## src/verilog/lvds_enc_pkg.sv

```systemverilog
// Constants and types for the serial pixel stream encoder.
// Assumes an AXI4-Lite master with 32-bit data on the core clock.
package lvds_enc_pkg;
    // Register byte addresses
    localparam logic [7:0] ADDR_CTRL = 8'h00;
    localparam logic [7:0] ADDR_PWR = 8'h04;
    localparam logic [7:0] ADDR_STAT = 8'h08;
    localparam logic [7:0] ADDR_MASK = 8'h0C;
    localparam logic [7:0] ADDR_STATE = 8'h10;
    // Control fields
    localparam int CTRL_TEN_BIT = 0;
    localparam int CTRL_STEREO = 1;
    localparam int CTRL_BIN_LO = 2;
    localparam logic [3:0] CTRL_RESET = 4'h0;
    // Power-down fields, serial block powered down after reset
    localparam int PWR_GLOBAL = 0;
    localparam int PWR_DATA = 1;
    localparam int PWR_CLK = 2;
    localparam logic [2:0] PWR_RESET = 3'h1;
    // Event bits
    localparam int EV_FRAME_START = 0;
    localparam int EV_FRAME_END = 1;
    localparam int EV_OVERRUN = 2;
    localparam int EV_W = 3;
    // Column bin select codes and last repeat index per code
    localparam logic [1:0] BIN_2 = 2'h1;
    localparam logic [1:0] BIN_4 = 2'h2;
    localparam logic [1:0] REP_LAST_2 = 2'h1;
    localparam logic [1:0] REP_LAST_4 = 2'h3;
    // Reserved marker words and substitute value
    localparam logic [9:0] MK_FS = 10'h000;
    localparam logic [9:0] MK_LS = 10'h001;
    localparam logic [9:0] MK_LE = 10'h002;
    localparam logic [9:0] MK_FE = 10'h003;
    localparam logic [9:0] PIX_SUBST = 10'h004;
    // Packet framing
    localparam int PKT_SA_BITS = 12;
    localparam int PKT_ST_BITS = 18;
    localparam logic BIT_START = 1'b1;
    localparam logic BIT_STOP = 1'b0;
    // Bus responses
    localparam logic [1:0] RESP_OKAY = 2'h0;
    localparam logic [1:0] RESP_SLVERR = 2'h2;

    typedef struct packed {
        logic fv;
        logic lv;
        logic [9:0] pix;
        logic [9:0] slave;
    } pix_sample_s;

    typedef enum logic {SER_IDLE, SER_SHIFT} ser_state_e;
endpackage

```

## src/verilog/lvds_pixel_stream_encoder.sv

```systemverilog
// Serial pixel stream encoder: markers, substitution, binning repeat,
// packet serializer with power-down enables. Pixel link is sampled
// on the core clock after synchronisers; registers over AXI4-Lite.
// Notes on behaviour
// Word 0 precedes frame valid rise; word 3 follows its fall.
// Word 1 precedes line valid rise; word 2 follows its fall.
// Column binning keeps the serial packet size unchanged.
// Bin 2 emits each pixel twice back to back.
// Bin 4 emits each pixel four times back to back.
// Receiver undersamples, one pixel every 2 or 4 packets.
// Pixel values 0 to 3 are sent as 4.
// Data outputs float while global power-down is set.
// Shift clock drives only with global and clock power-down clear.
// Error pin stays low outside stereo mode.
// Software may keep the serial block powered down when unused.
// 8-bit packet: start, pixel 9:2, line, frame, stop.
// 10-bit packet: start, pixel 9:0, stop.
// Stereo packet of 18 bits: start, master byte, slave byte, stop.
// Receiver rebuilds line valid from line markers.
// Substitution touches image pixels, never marker words.
// Power-down changes reach enables only at packet boundaries.
`timescale 1ns/100ps
module lvds_pixel_stream_encoder
    import lvds_enc_pkg::*;
#(
    parameter int LANES = 6
)
(
    // Clock and reset
    input wire logic i_core_clk,
    input wire logic i_rst_n,
    // AXI4-Lite slave
    input wire logic [7:0] i_awaddr,
    input wire logic i_awvalid,
    output logic o_awready,
    input wire logic [31:0] i_wdata,
    input wire logic [3:0] i_wstrb,
    input wire logic i_wvalid,
    output logic o_wready,
    output logic [1:0] o_bresp,
    output logic o_bvalid,
    input wire logic i_bready,
    input wire logic [7:0] i_araddr,
    input wire logic i_arvalid,
    output logic o_arready,
    output logic [31:0] o_rdata,
    output logic [1:0] o_rresp,
    output logic o_rvalid,
    input wire logic i_rready,
    // Pixel link
    input wire logic i_pix_clk,
    input wire logic [9:0] i_pix_data,
    input wire logic [9:0] i_slave_pix_data,
    input wire logic i_line_valid_flag,
    input wire logic i_frame_valid_flag,
    input wire logic i_stereo_mismatch,
    // Serial outputs
    output logic [LANES-1:0] o_serial_data_outputs,
    output logic o_serial_data_oe,
    output logic o_shift_clock_outputs,
    output logic o_shift_clock_oe,
    output logic o_error_pin,
    output logic o_irq
);
    localparam logic [2:0] BEATS_SA = 3'((PKT_SA_BITS + LANES - 1) / LANES);
    localparam logic [2:0] BEATS_ST = 3'((PKT_ST_BITS + LANES - 1) / LANES);

    logic awready_reg, wready_reg, bvalid_reg, arready_reg, rvalid_reg;
    logic aw_full_reg, w_full_reg;
    logic [7:0] awaddr_reg;
    logic [31:0] wdata_reg, rdata_reg;
    logic [3:0] wstrb_reg;
    logic [1:0] bresp_reg, rresp_reg;
    logic [3:0] ctrl_reg;
    logic [2:0] pwr_reg;
    logic [EV_W-1:0] stat_reg, mask_reg, ev;
    logic irq_reg, err_reg;
    logic clk_s1_reg, clk_s2_reg, clk_d_reg, mm_s1_reg, mm_s2_reg;
    pix_sample_s smp_s1_reg, smp_s2_reg, cur_reg, d_reg, nxt;
    logic pp_lv_reg, pp_fv_reg, pend_fe_reg;
    logic [1:0] rep_reg, rep_last;
    logic tick, wr_en, load;
    logic [9:0] word, slave_word;
    logic [PKT_ST_BITS-1:0] pkt, sh_reg;
    logic [2:0] beats_reg;
    logic phase_reg, sclk_reg, doe_reg, coe_reg;
    logic [LANES-1:0] sdata_reg;
    ser_state_e state_reg;

    assign o_awready = awready_reg;
    assign o_wready = wready_reg;
    assign o_bvalid = bvalid_reg;
    assign o_bresp = bresp_reg;
    assign o_arready = arready_reg;
    assign o_rvalid = rvalid_reg;
    assign o_rdata = rdata_reg;
    assign o_rresp = rresp_reg;
    assign o_irq = irq_reg;
    assign o_error_pin = err_reg;
    assign o_serial_data_outputs = sdata_reg;
    assign o_serial_data_oe = doe_reg;
    assign o_shift_clock_outputs = sclk_reg;
    assign o_shift_clock_oe = coe_reg;

    // Bus write channel
    assign wr_en = aw_full_reg && w_full_reg && !bvalid_reg;
    always_ff @(posedge i_core_clk)
    begin
        if (!i_rst_n)
        begin
            awready_reg <= 1'b1;
            wready_reg <= 1'b1;
            aw_full_reg <= 1'b0;
            w_full_reg <= 1'b0;
            bvalid_reg <= 1'b0;
            bresp_reg <= RESP_OKAY;
            awaddr_reg <= 8'h00;
            wdata_reg <= 32'h0000_0000;
            wstrb_reg <= 4'h0;
        end
        else
        begin
            if (i_awvalid && awready_reg)
            begin
                awaddr_reg <= i_awaddr;
                aw_full_reg <= 1'b1;
                awready_reg <= 1'b0;
            end
            if (i_wvalid && wready_reg)
            begin
                wdata_reg <= i_wdata;
                wstrb_reg <= i_wstrb;
                w_full_reg <= 1'b1;
                wready_reg <= 1'b0;
            end
            if (wr_en)
            begin
                aw_full_reg <= 1'b0;
                w_full_reg <= 1'b0;
                bvalid_reg <= 1'b1;
                bresp_reg <= (awaddr_reg > ADDR_STATE || awaddr_reg[1:0] != 2'h0)
                    ? RESP_SLVERR : RESP_OKAY;
            end
            if (bvalid_reg && i_bready)
            begin
                bvalid_reg <= 1'b0;
                awready_reg <= 1'b1;
                wready_reg <= 1'b1;
            end
        end
    end

    // Register file; status is write-one-to-clear, a new event wins
    always_ff @(posedge i_core_clk)
    begin
        if (!i_rst_n)
        begin
            ctrl_reg <= CTRL_RESET;
            pwr_reg <= PWR_RESET;
            mask_reg <= '0;
            stat_reg <= '0;
            irq_reg <= 1'b0;
        end
        else
        begin
            if (wr_en && wstrb_reg[0] && awaddr_reg == ADDR_CTRL)
                ctrl_reg <= wdata_reg[3:0];
            if (wr_en && wstrb_reg[0] && awaddr_reg == ADDR_PWR)
                pwr_reg <= wdata_reg[2:0];
            if (wr_en && wstrb_reg[0] && awaddr_reg == ADDR_MASK)
                mask_reg <= wdata_reg[EV_W-1:0];
            if (wr_en && wstrb_reg[0] && awaddr_reg == ADDR_STAT)
                stat_reg <= (stat_reg & ~wdata_reg[EV_W-1:0]) | ev;
            else
                stat_reg <= stat_reg | ev;
            irq_reg <= |(stat_reg & mask_reg);
        end
    end

    // Bus read channel
    always_ff @(posedge i_core_clk)
    begin
        if (!i_rst_n)
        begin
            arready_reg <= 1'b1;
            rvalid_reg <= 1'b0;
            rdata_reg <= 32'h0000_0000;
            rresp_reg <= RESP_OKAY;
        end
        else if (i_arvalid && arready_reg)
        begin
            arready_reg <= 1'b0;
            rvalid_reg <= 1'b1;
            rresp_reg <= RESP_OKAY;
            case (i_araddr)
                ADDR_CTRL: rdata_reg <= {28'h0, ctrl_reg};
                ADDR_PWR: rdata_reg <= {29'h0, pwr_reg};
                ADDR_STAT: rdata_reg <= {29'h0, stat_reg};
                ADDR_MASK: rdata_reg <= {29'h0, mask_reg};
                ADDR_STATE: rdata_reg <= {25'h0, state_reg == SER_SHIFT, coe_reg, doe_reg,
                    pend_fe_reg, err_reg, d_reg.fv, d_reg.lv};
                default:
                begin
                    rdata_reg <= 32'h0000_0000;
                    rresp_reg <= RESP_SLVERR;
                end
            endcase
        end
        else if (rvalid_reg && i_rready)
        begin
            rvalid_reg <= 1'b0;
            arready_reg <= 1'b1;
        end
    end

    // Pixel link synchronisers and edge detection
    always_ff @(posedge i_core_clk)
    begin
        if (!i_rst_n)
        begin
            clk_s1_reg <= 1'b0;
            clk_s2_reg <= 1'b0;
            clk_d_reg <= 1'b0;
            mm_s1_reg <= 1'b0;
            mm_s2_reg <= 1'b0;
            smp_s1_reg <= '0;
            smp_s2_reg <= '0;
        end
        else
        begin
            clk_s1_reg <= i_pix_clk;
            clk_s2_reg <= clk_s1_reg;
            clk_d_reg <= clk_s2_reg;
            mm_s1_reg <= i_stereo_mismatch;
            mm_s2_reg <= mm_s1_reg;
            smp_s1_reg <= {i_frame_valid_flag, i_line_valid_flag, i_pix_data, i_slave_pix_data};
            smp_s2_reg <= smp_s1_reg;
        end
    end
    assign tick = clk_s2_reg && !clk_d_reg;

    // Binning: a captured sample is held for 2 or 4 packets
    always_comb
    begin
        case (ctrl_reg[CTRL_BIN_LO +: 2])
            BIN_2: rep_last = REP_LAST_2;
            BIN_4: rep_last = REP_LAST_4;
            default: rep_last = 2'h0;
        endcase
    end
    assign nxt = (rep_reg == 2'h0) ? smp_s2_reg : cur_reg;

    // Marker selection on the delayed element, looking one ahead
    always_comb
    begin
        slave_word = (d_reg.slave < PIX_SUBST) ? PIX_SUBST : d_reg.slave;
        word = (d_reg.pix < PIX_SUBST) ? PIX_SUBST : d_reg.pix;
        ev = '0;
        if (!d_reg.lv)
        begin
            if (pp_lv_reg)
                word = MK_LE;
            else if (pend_fe_reg || (pp_fv_reg && !d_reg.fv))
                word = MK_FE;
            else if (d_reg.fv && nxt.lv)
                word = MK_LS;
            else if (!d_reg.fv && nxt.fv)
                word = MK_FS;
        end
        if (ctrl_reg[CTRL_STEREO] && word <= MK_FE)
            slave_word = word;
        if (tick && word == MK_FS && !d_reg.lv)
            ev[EV_FRAME_START] = 1'b1;
        if (tick && word == MK_FE && !d_reg.lv)
            ev[EV_FRAME_END] = 1'b1;
        if (tick && state_reg == SER_SHIFT)
            ev[EV_OVERRUN] = 1'b1;
        // Packet layouts
        pkt = '0;
        if (ctrl_reg[CTRL_STEREO])
            pkt = {BIT_STOP, slave_word[9:2], word[9:2], BIT_START};
        else if (ctrl_reg[CTRL_TEN_BIT])
            pkt[PKT_SA_BITS-1:0] = {BIT_STOP, word, BIT_START};
        else
            pkt[PKT_SA_BITS-1:0] = {BIT_STOP, d_reg.fv, d_reg.lv, word[9:2], BIT_START};
    end

    // Stream pipeline, one element per pixel clock
    always_ff @(posedge i_core_clk)
    begin
        if (!i_rst_n)
        begin
            rep_reg <= 2'h0;
            cur_reg <= '0;
            d_reg <= '0;
            pp_lv_reg <= 1'b0;
            pp_fv_reg <= 1'b0;
            pend_fe_reg <= 1'b0;
        end
        else if (tick)
        begin
            rep_reg <= (rep_reg >= rep_last) ? 2'h0 : rep_reg + 2'h1;
            cur_reg <= nxt;
            d_reg <= nxt;
            pp_lv_reg <= d_reg.lv;
            pp_fv_reg <= d_reg.fv;
            if (word == MK_FE && !d_reg.lv)
                pend_fe_reg <= 1'b0;
            else if (pp_lv_reg && !d_reg.lv && pp_fv_reg && !d_reg.fv)
                pend_fe_reg <= 1'b1;
        end
    end

    // Serializer: per beat, data then a rising shift clock
    assign load = tick && state_reg == SER_IDLE;
    always_ff @(posedge i_core_clk)
    begin
        if (!i_rst_n)
        begin
            state_reg <= SER_IDLE;
            sh_reg <= '0;
            beats_reg <= 3'h0;
            phase_reg <= 1'b0;
            sclk_reg <= 1'b0;
            sdata_reg <= '0;
        end
        else
        begin
            case (state_reg)
                SER_IDLE:
                begin
                    sclk_reg <= 1'b0;
                    if (load)
                    begin
                        sh_reg <= pkt;
                        beats_reg <= ctrl_reg[CTRL_STEREO] ? BEATS_ST : BEATS_SA;
                        phase_reg <= 1'b0;
                        state_reg <= SER_SHIFT;
                    end
                end
                SER_SHIFT:
                begin
                    phase_reg <= !phase_reg;
                    if (!phase_reg)
                    begin
                        sdata_reg <= sh_reg[LANES-1:0];
                        sclk_reg <= 1'b0;
                    end
                    else
                    begin
                        sclk_reg <= 1'b1;
                        sh_reg <= sh_reg >> LANES;
                        beats_reg <= beats_reg - 3'h1;
                        if (beats_reg == 3'h1)
                            state_reg <= SER_IDLE;
                    end
                end
                default: state_reg <= SER_IDLE;
            endcase
        end
    end

    // Output enables follow power-down only between packets
    always_ff @(posedge i_core_clk)
    begin
        if (!i_rst_n)
        begin
            doe_reg <= 1'b0;
            coe_reg <= 1'b0;
            err_reg <= 1'b0;
        end
        else
        begin
            if (state_reg == SER_IDLE)
            begin
                doe_reg <= !pwr_reg[PWR_GLOBAL];
                coe_reg <= !pwr_reg[PWR_GLOBAL] && !pwr_reg[PWR_CLK];
            end
            err_reg <= ctrl_reg[CTRL_STEREO] && mm_s2_reg;
        end
    end

    a_subst_floor: assert property (@(posedge i_core_clk) disable iff (!i_rst_n)
        load && d_reg.lv |-> word >= PIX_SUBST) else $error("low pixel not substituted");
    a_fs_marker: assert property (@(posedge i_core_clk) disable iff (!i_rst_n)
        tick && !d_reg.fv && !d_reg.lv && nxt.fv && !pp_lv_reg && !pend_fe_reg && !pp_fv_reg
        |-> word == MK_FS) else $error("frame start marker missing");
    a_fe_marker: assert property (@(posedge i_core_clk) disable iff (!i_rst_n)
        tick && pp_fv_reg && !d_reg.fv && !pp_lv_reg && !d_reg.lv |-> word == MK_FE)
        else $error("frame end marker missing");
    a_le_marker: assert property (@(posedge i_core_clk) disable iff (!i_rst_n)
        tick && pp_lv_reg && !d_reg.lv |-> word == MK_LE) else $error("line end marker missing");
    a_bin_hold: assert property (@(posedge i_core_clk) disable iff (!i_rst_n)
        tick && rep_reg != 2'h0 |=> $stable(cur_reg)) else $error("binned pixel not repeated");
    a_frame_bits: assert property (@(posedge i_core_clk) disable iff (!i_rst_n)
        load && !ctrl_reg[CTRL_STEREO] |=> sh_reg[0] == BIT_START && !sh_reg[PKT_SA_BITS-1]
        && beats_reg == BEATS_SA) else $error("stand-alone packet framing wrong");
    a_data_oe: assert property (@(posedge i_core_clk) disable iff (!i_rst_n)
        state_reg == SER_IDLE ##1 state_reg == SER_IDLE |-> doe_reg == !$past(pwr_reg[PWR_GLOBAL]))
        else $error("data enable disagrees with power-down");
    a_clk_oe: assert property (@(posedge i_core_clk) disable iff (!i_rst_n)
        coe_reg && $past(state_reg == SER_IDLE) |-> doe_reg && $past(!pwr_reg[PWR_CLK]))
        else $error("clock enable wrong");
    a_oe_stable: assert property (@(posedge i_core_clk) disable iff (!i_rst_n)
        state_reg == SER_SHIFT |=> $stable(doe_reg) && $stable(coe_reg))
        else $error("enable changed inside a packet");
    a_err_low: assert property (@(posedge i_core_clk) disable iff (!i_rst_n)
        !ctrl_reg[CTRL_STEREO] ##1 !ctrl_reg[CTRL_STEREO] |-> !o_error_pin)
        else $error("error pin high outside stereo");

    c_frame_start: cover property (@(posedge i_core_clk) disable iff (!i_rst_n)
        ev[EV_FRAME_START]);
    c_bin4_run: cover property (@(posedge i_core_clk) disable iff (!i_rst_n)
        tick && rep_reg == REP_LAST_4);
    c_stereo_load: cover property (@(posedge i_core_clk) disable iff (!i_rst_n)
        load && ctrl_reg[CTRL_STEREO]);
    c_irq: cover property (@(posedge i_core_clk) disable iff (!i_rst_n) o_irq);
endmodule
```

## config.mk

```make
export PLATFORM = sky130hd
export DESIGN_NAME = lvds_pixel_stream_encoder
export DESIGN_NICKNAME = d
export VERILOG_FILES = /design/src/verilog/lvds_enc_pkg.sv /design/src/verilog/lvds_pixel_stream_encoder.sv
export SDC_FILE = /design/constraint.sdc
export NUM_CORES = 1
export LEC_CHECK = 0
export ABC_AREA = 0
export BUFFER_PORTS_ARGS = -buffer_cell sky130_fd_sc_hd__buf_2
export CORE_MARGIN = 2
export CORE_UTILIZATION = 48
export CTS_CLUSTER_DIAMETER = 50
export DETAILED_ROUTE_END_ITERATION = 7
export PLACE_DENSITY_LB_ADDON = 0.15
export SLEW_MARGIN = 20
export SYNTH_ARGS = -nofsm -noshare
export SYNTH_HDL_FRONTEND = slang
export SYNTH_SLANG_ARGS = --single-unit
export TNS_END_PERCENT = 100
```

## constraint.sdc

```tcl
create_clock -name i_core_clk -period 2 [get_ports i_core_clk]
set_input_delay 0.4 -clock i_core_clk [delete_from_list [all_inputs] [get_ports i_core_clk]]
set_output_delay 0.4 -clock i_core_clk [all_outputs]
set_load 0.01 [all_outputs]
```

==> reports/summary.txt <==
Crit path max fanout -> 5
Die ar. -> 0.01301 mm²
Min Tclk post-route -> 1986 ps
H-tree lvl count -> 4
CP Data Arrival Time -> 2300 ps
Final Hold Viols -> 0
CP Class -> flop to flop
Initial antenna violation count -> 0
Post-synthesis compound-gate area fraction -> 14.29%
Layout area overhead -> 17.79%
Post-synth cell types -> 63
Die W -> 114.1 µm
Crit Reg-Reg Endpoint -> pwr_reg[2]
CTS Hold Bufs -> 0
Hold EP -> smp_s1_reg[3]
Startpoint types -> flop
DP HPWL -> 8.621 mm
CTS tree -> yes
Skew-Pair Late Insertion Delay -> 420 ps
Initial Util -> 48.82%
# rows -> 40
Final setup violation count -> 0
Warning count from the yosys run -> 0
Syn Inst Count -> 650
DR iter-0 viols -> 309
Max IR drop VDD -> 0.0005260 V
Nets -> 812
GRT Total Usage -> 19.15%
#FFs+latches synth -> 145
Syn Area/Cell -> 8.947 µm²
Max-cap check violation count -> 0
Total power -> 0.006408 W
Post-synthesis sequential area ratio -> 49.91%
First-pass GRT wire length -> 19.89 mm
DRC violation count after routing -> 0
Period utilization -> 99.30%
WHS Path Cells -> 2
Layout cells sized above 1 -> 20.11%
Core Region -> 0.01191 mm²
Cell Area, Synth -> 0.005816 mm²
Critical path endpoint category -> flop
Worst hold-check path type -> input pin to flop
Post-synthesis mux area share -> 4.712%
Final core utilization -> 57.51%
Clk buf depth -> 2
IO Count -> 135
Slew margin rel. -> 47.09%
FF-to-FF Start -> awaddr_reg[0]
Antenna-violating nets left -> 0
Worst Path Required -> 2310 ps
# diodes -> 0
Pwr dens -> 935.5 mW/mm²
Overflow after GRT -> 0
Vias in the first global route -> 4212
Post-synthesis simple-gate area fraction -> 21.67%
Flop-to-flop setup slack -> 10 ps
Clock sink count -> 145
Port Buf Inserts -> 74
Post-Route WL -> 11.99 mm
Synth Area in XOR/XNOR -> 0.3012%
Clock root buffer -> clkbuf_16
Cts bufs inserted -> 17
Tightest Pin Transition -> 787.1 ps
FF-to-FF path depth -> 4
Clock skew -> 7.971 ps
HP Start -> i_slave_pix_data[3]
Final slew viol count -> 0
Placer congestion estimate -> 0.8993
FFs w/ async S/R, synth -> 0%
RSZ-0062 raised after global routing -> true
First-pass DRT Iterations -> 4
Largest family of logic cells by synthesized area -> simple AND/OR/NAND/NOR gates
EDFF count, synth -> 0
Fmax -> 0.5035 GHz
Clock transition at the registers of the reported paths -> 60 ps
Pleak -> 2.864 nW
Via Count -> 4612
Main flop type after synthesis -> dfxtp_1
Vias/cell -> 5.223
Status -> finished clean
Die Span Y -> 114.1 µm
Post-synthesis adder-cell area fraction -> 1.291%
WL/cell -> 13.58 µm
Largest net degree at the start of global routing -> 29
Filler cells -> 1115
==> cells in the mapped netlist (11+ instances only) <==
cell	count	area (µm²)
mux2i_1	15	150.1
clkbuf_1	39	146.4
dfxtp_1	145	2903
nand2_1	94	352.8
nand2b_1	11	68.82
buf_4	27	202.7
inv_1	20	75.07
a21oi_1	57	285.3
nand3_1	26	130.1
nor2_1	35	131.4
and2_1	49	306.5
o21ai_0	13	65.06
==> cells by family (layout without fill, tap and decap cells) <==
| logic type | Yosys count | after routing |
|---|---|---|
| mux | 23 | 23 |
| other cells | 1 | 27 |
| fa+ha+maj | 6 | 6 |
| simple gates | 253 | 253 |
| compound gates | 129 | 129 |
| flops | 145 | 145 |
| xor+xnor | 2 | 2 |
| buf+inv | 91 | 151 |
==> per-layer routing <==
metal	global-route usage (%)	up-vias	share of wire, %
met5	0	-	0
met4	6.992	0	1.4
met3	5.135	14	5.7
met2	30.24	132	46
met1	25.32	2130	47
li1	-	2336	-
==> how the worst max path moves through the flow <==
stage | startpoint | end | cells past startpoint
after detailed placement | awaddr_reg[0] | pwr_reg[2] | 4
after CTS | awaddr_reg[0] | pwr_reg[2] | 4
after floorplan | awaddr_reg[0] | pwr_reg[0] | 6
final | awaddr_reg[0] | pwr_reg[2] | 4
after global routing | awaddr_reg[0] | stat_reg[0] | 4
after global placement | awaddr_reg[0] | pwr_reg[2] | 4
==> cells in the final DEF (no fill, tap or decap), types with 3 or more instances in the layout <==
| master | count |
|---|---|
| nor3_1 | 5 |
| nor2_1 | 35 |
| o22ai_1 | 3 |
| a21oi_1 | 57 |
| mux2_2 | 5 |
| buf_4 | 25 |
| buf_2 | 74 |
| inv_8 | 4 |
| nor4_1 | 7 |
| nand3_1 | 26 |
| ha_1 | 6 |
| inv_6 | 6 |
| inv_1 | 19 |
| a32o_1 | 3 |
| a22o_1 | 6 |
| mux2i_1 | 15 |
| mux4_2 | 3 |
| nand2b_1 | 11 |
| and2_1 | 49 |
| a31oi_1 | 9 |
| nand4_1 | 6 |
| a211oi_1 | 6 |
| o21ai_0 | 13 |
| clkbuf_16 | 17 |
| nand2_1 | 94 |
| a22oi_1 | 5 |
| dfxtp_1 | 144 |
| conb_1 | 27 |
==> through the flow <==
step / instances / setup slack, ps / setup TNS, ps / hold slack [ps] / instance area [µm²]
2_1_floorplan: 676 / -70.03 / -207.8 / 411.9 / 5913
3_3_place_gp: 849 / -5.631 / -13.57 / 419.9 / 6264
3_5_place_dp: 849 / -37.04 / -97.36 / 419.9 / 6264
4_1_cts: 883 / 15.06 / 0 / 164.9 / 6849
5_1_grt: 883 / -30.13 / -87.16 / 161.5 / 6850
6_report: 883 / 13.91 / 0 / 178.6 / 6850
==> worst max-delay path: stages, from the launching register on <==
cell     delay, ps
dfxtp_2        320
or4_4          520
or4_4          470
or3b_4         430
mux2i_1        130
==> final cells by class <==
class,count,area (µm²),area share [%]
well taps,147,183.9,2.685
repair buffers,99,558.0,8.146
inverters,20,75.07,1.096
multi-input cells,440,2561,37.39
flip-flops and latches,145,2904,42.39
clock buffers,18,429.2,6.265
clock inverters,14,138.9,2.027
==> report_power, final <==
group	total [W]	leakage (nW)	internal (W)	switching, W
clock	0.00300	0.277	0.00165	0.00134
sequential	0.00304	1.18	0.00298	0.0000567
combinational	0.000378	1.40	0.000158	0.000220
total	0.00641	2.86	0.00479	0.00162
==> repair_timing <==
| item | 4_1_cts | 5_1_grt |
|---|---|---|
| setup endpoints to repair | 4 | 4 |
| resized for setup | 2 | 1 |
| buffers inserted | 2 | 0 |
(Power assumes the default switching activity.)
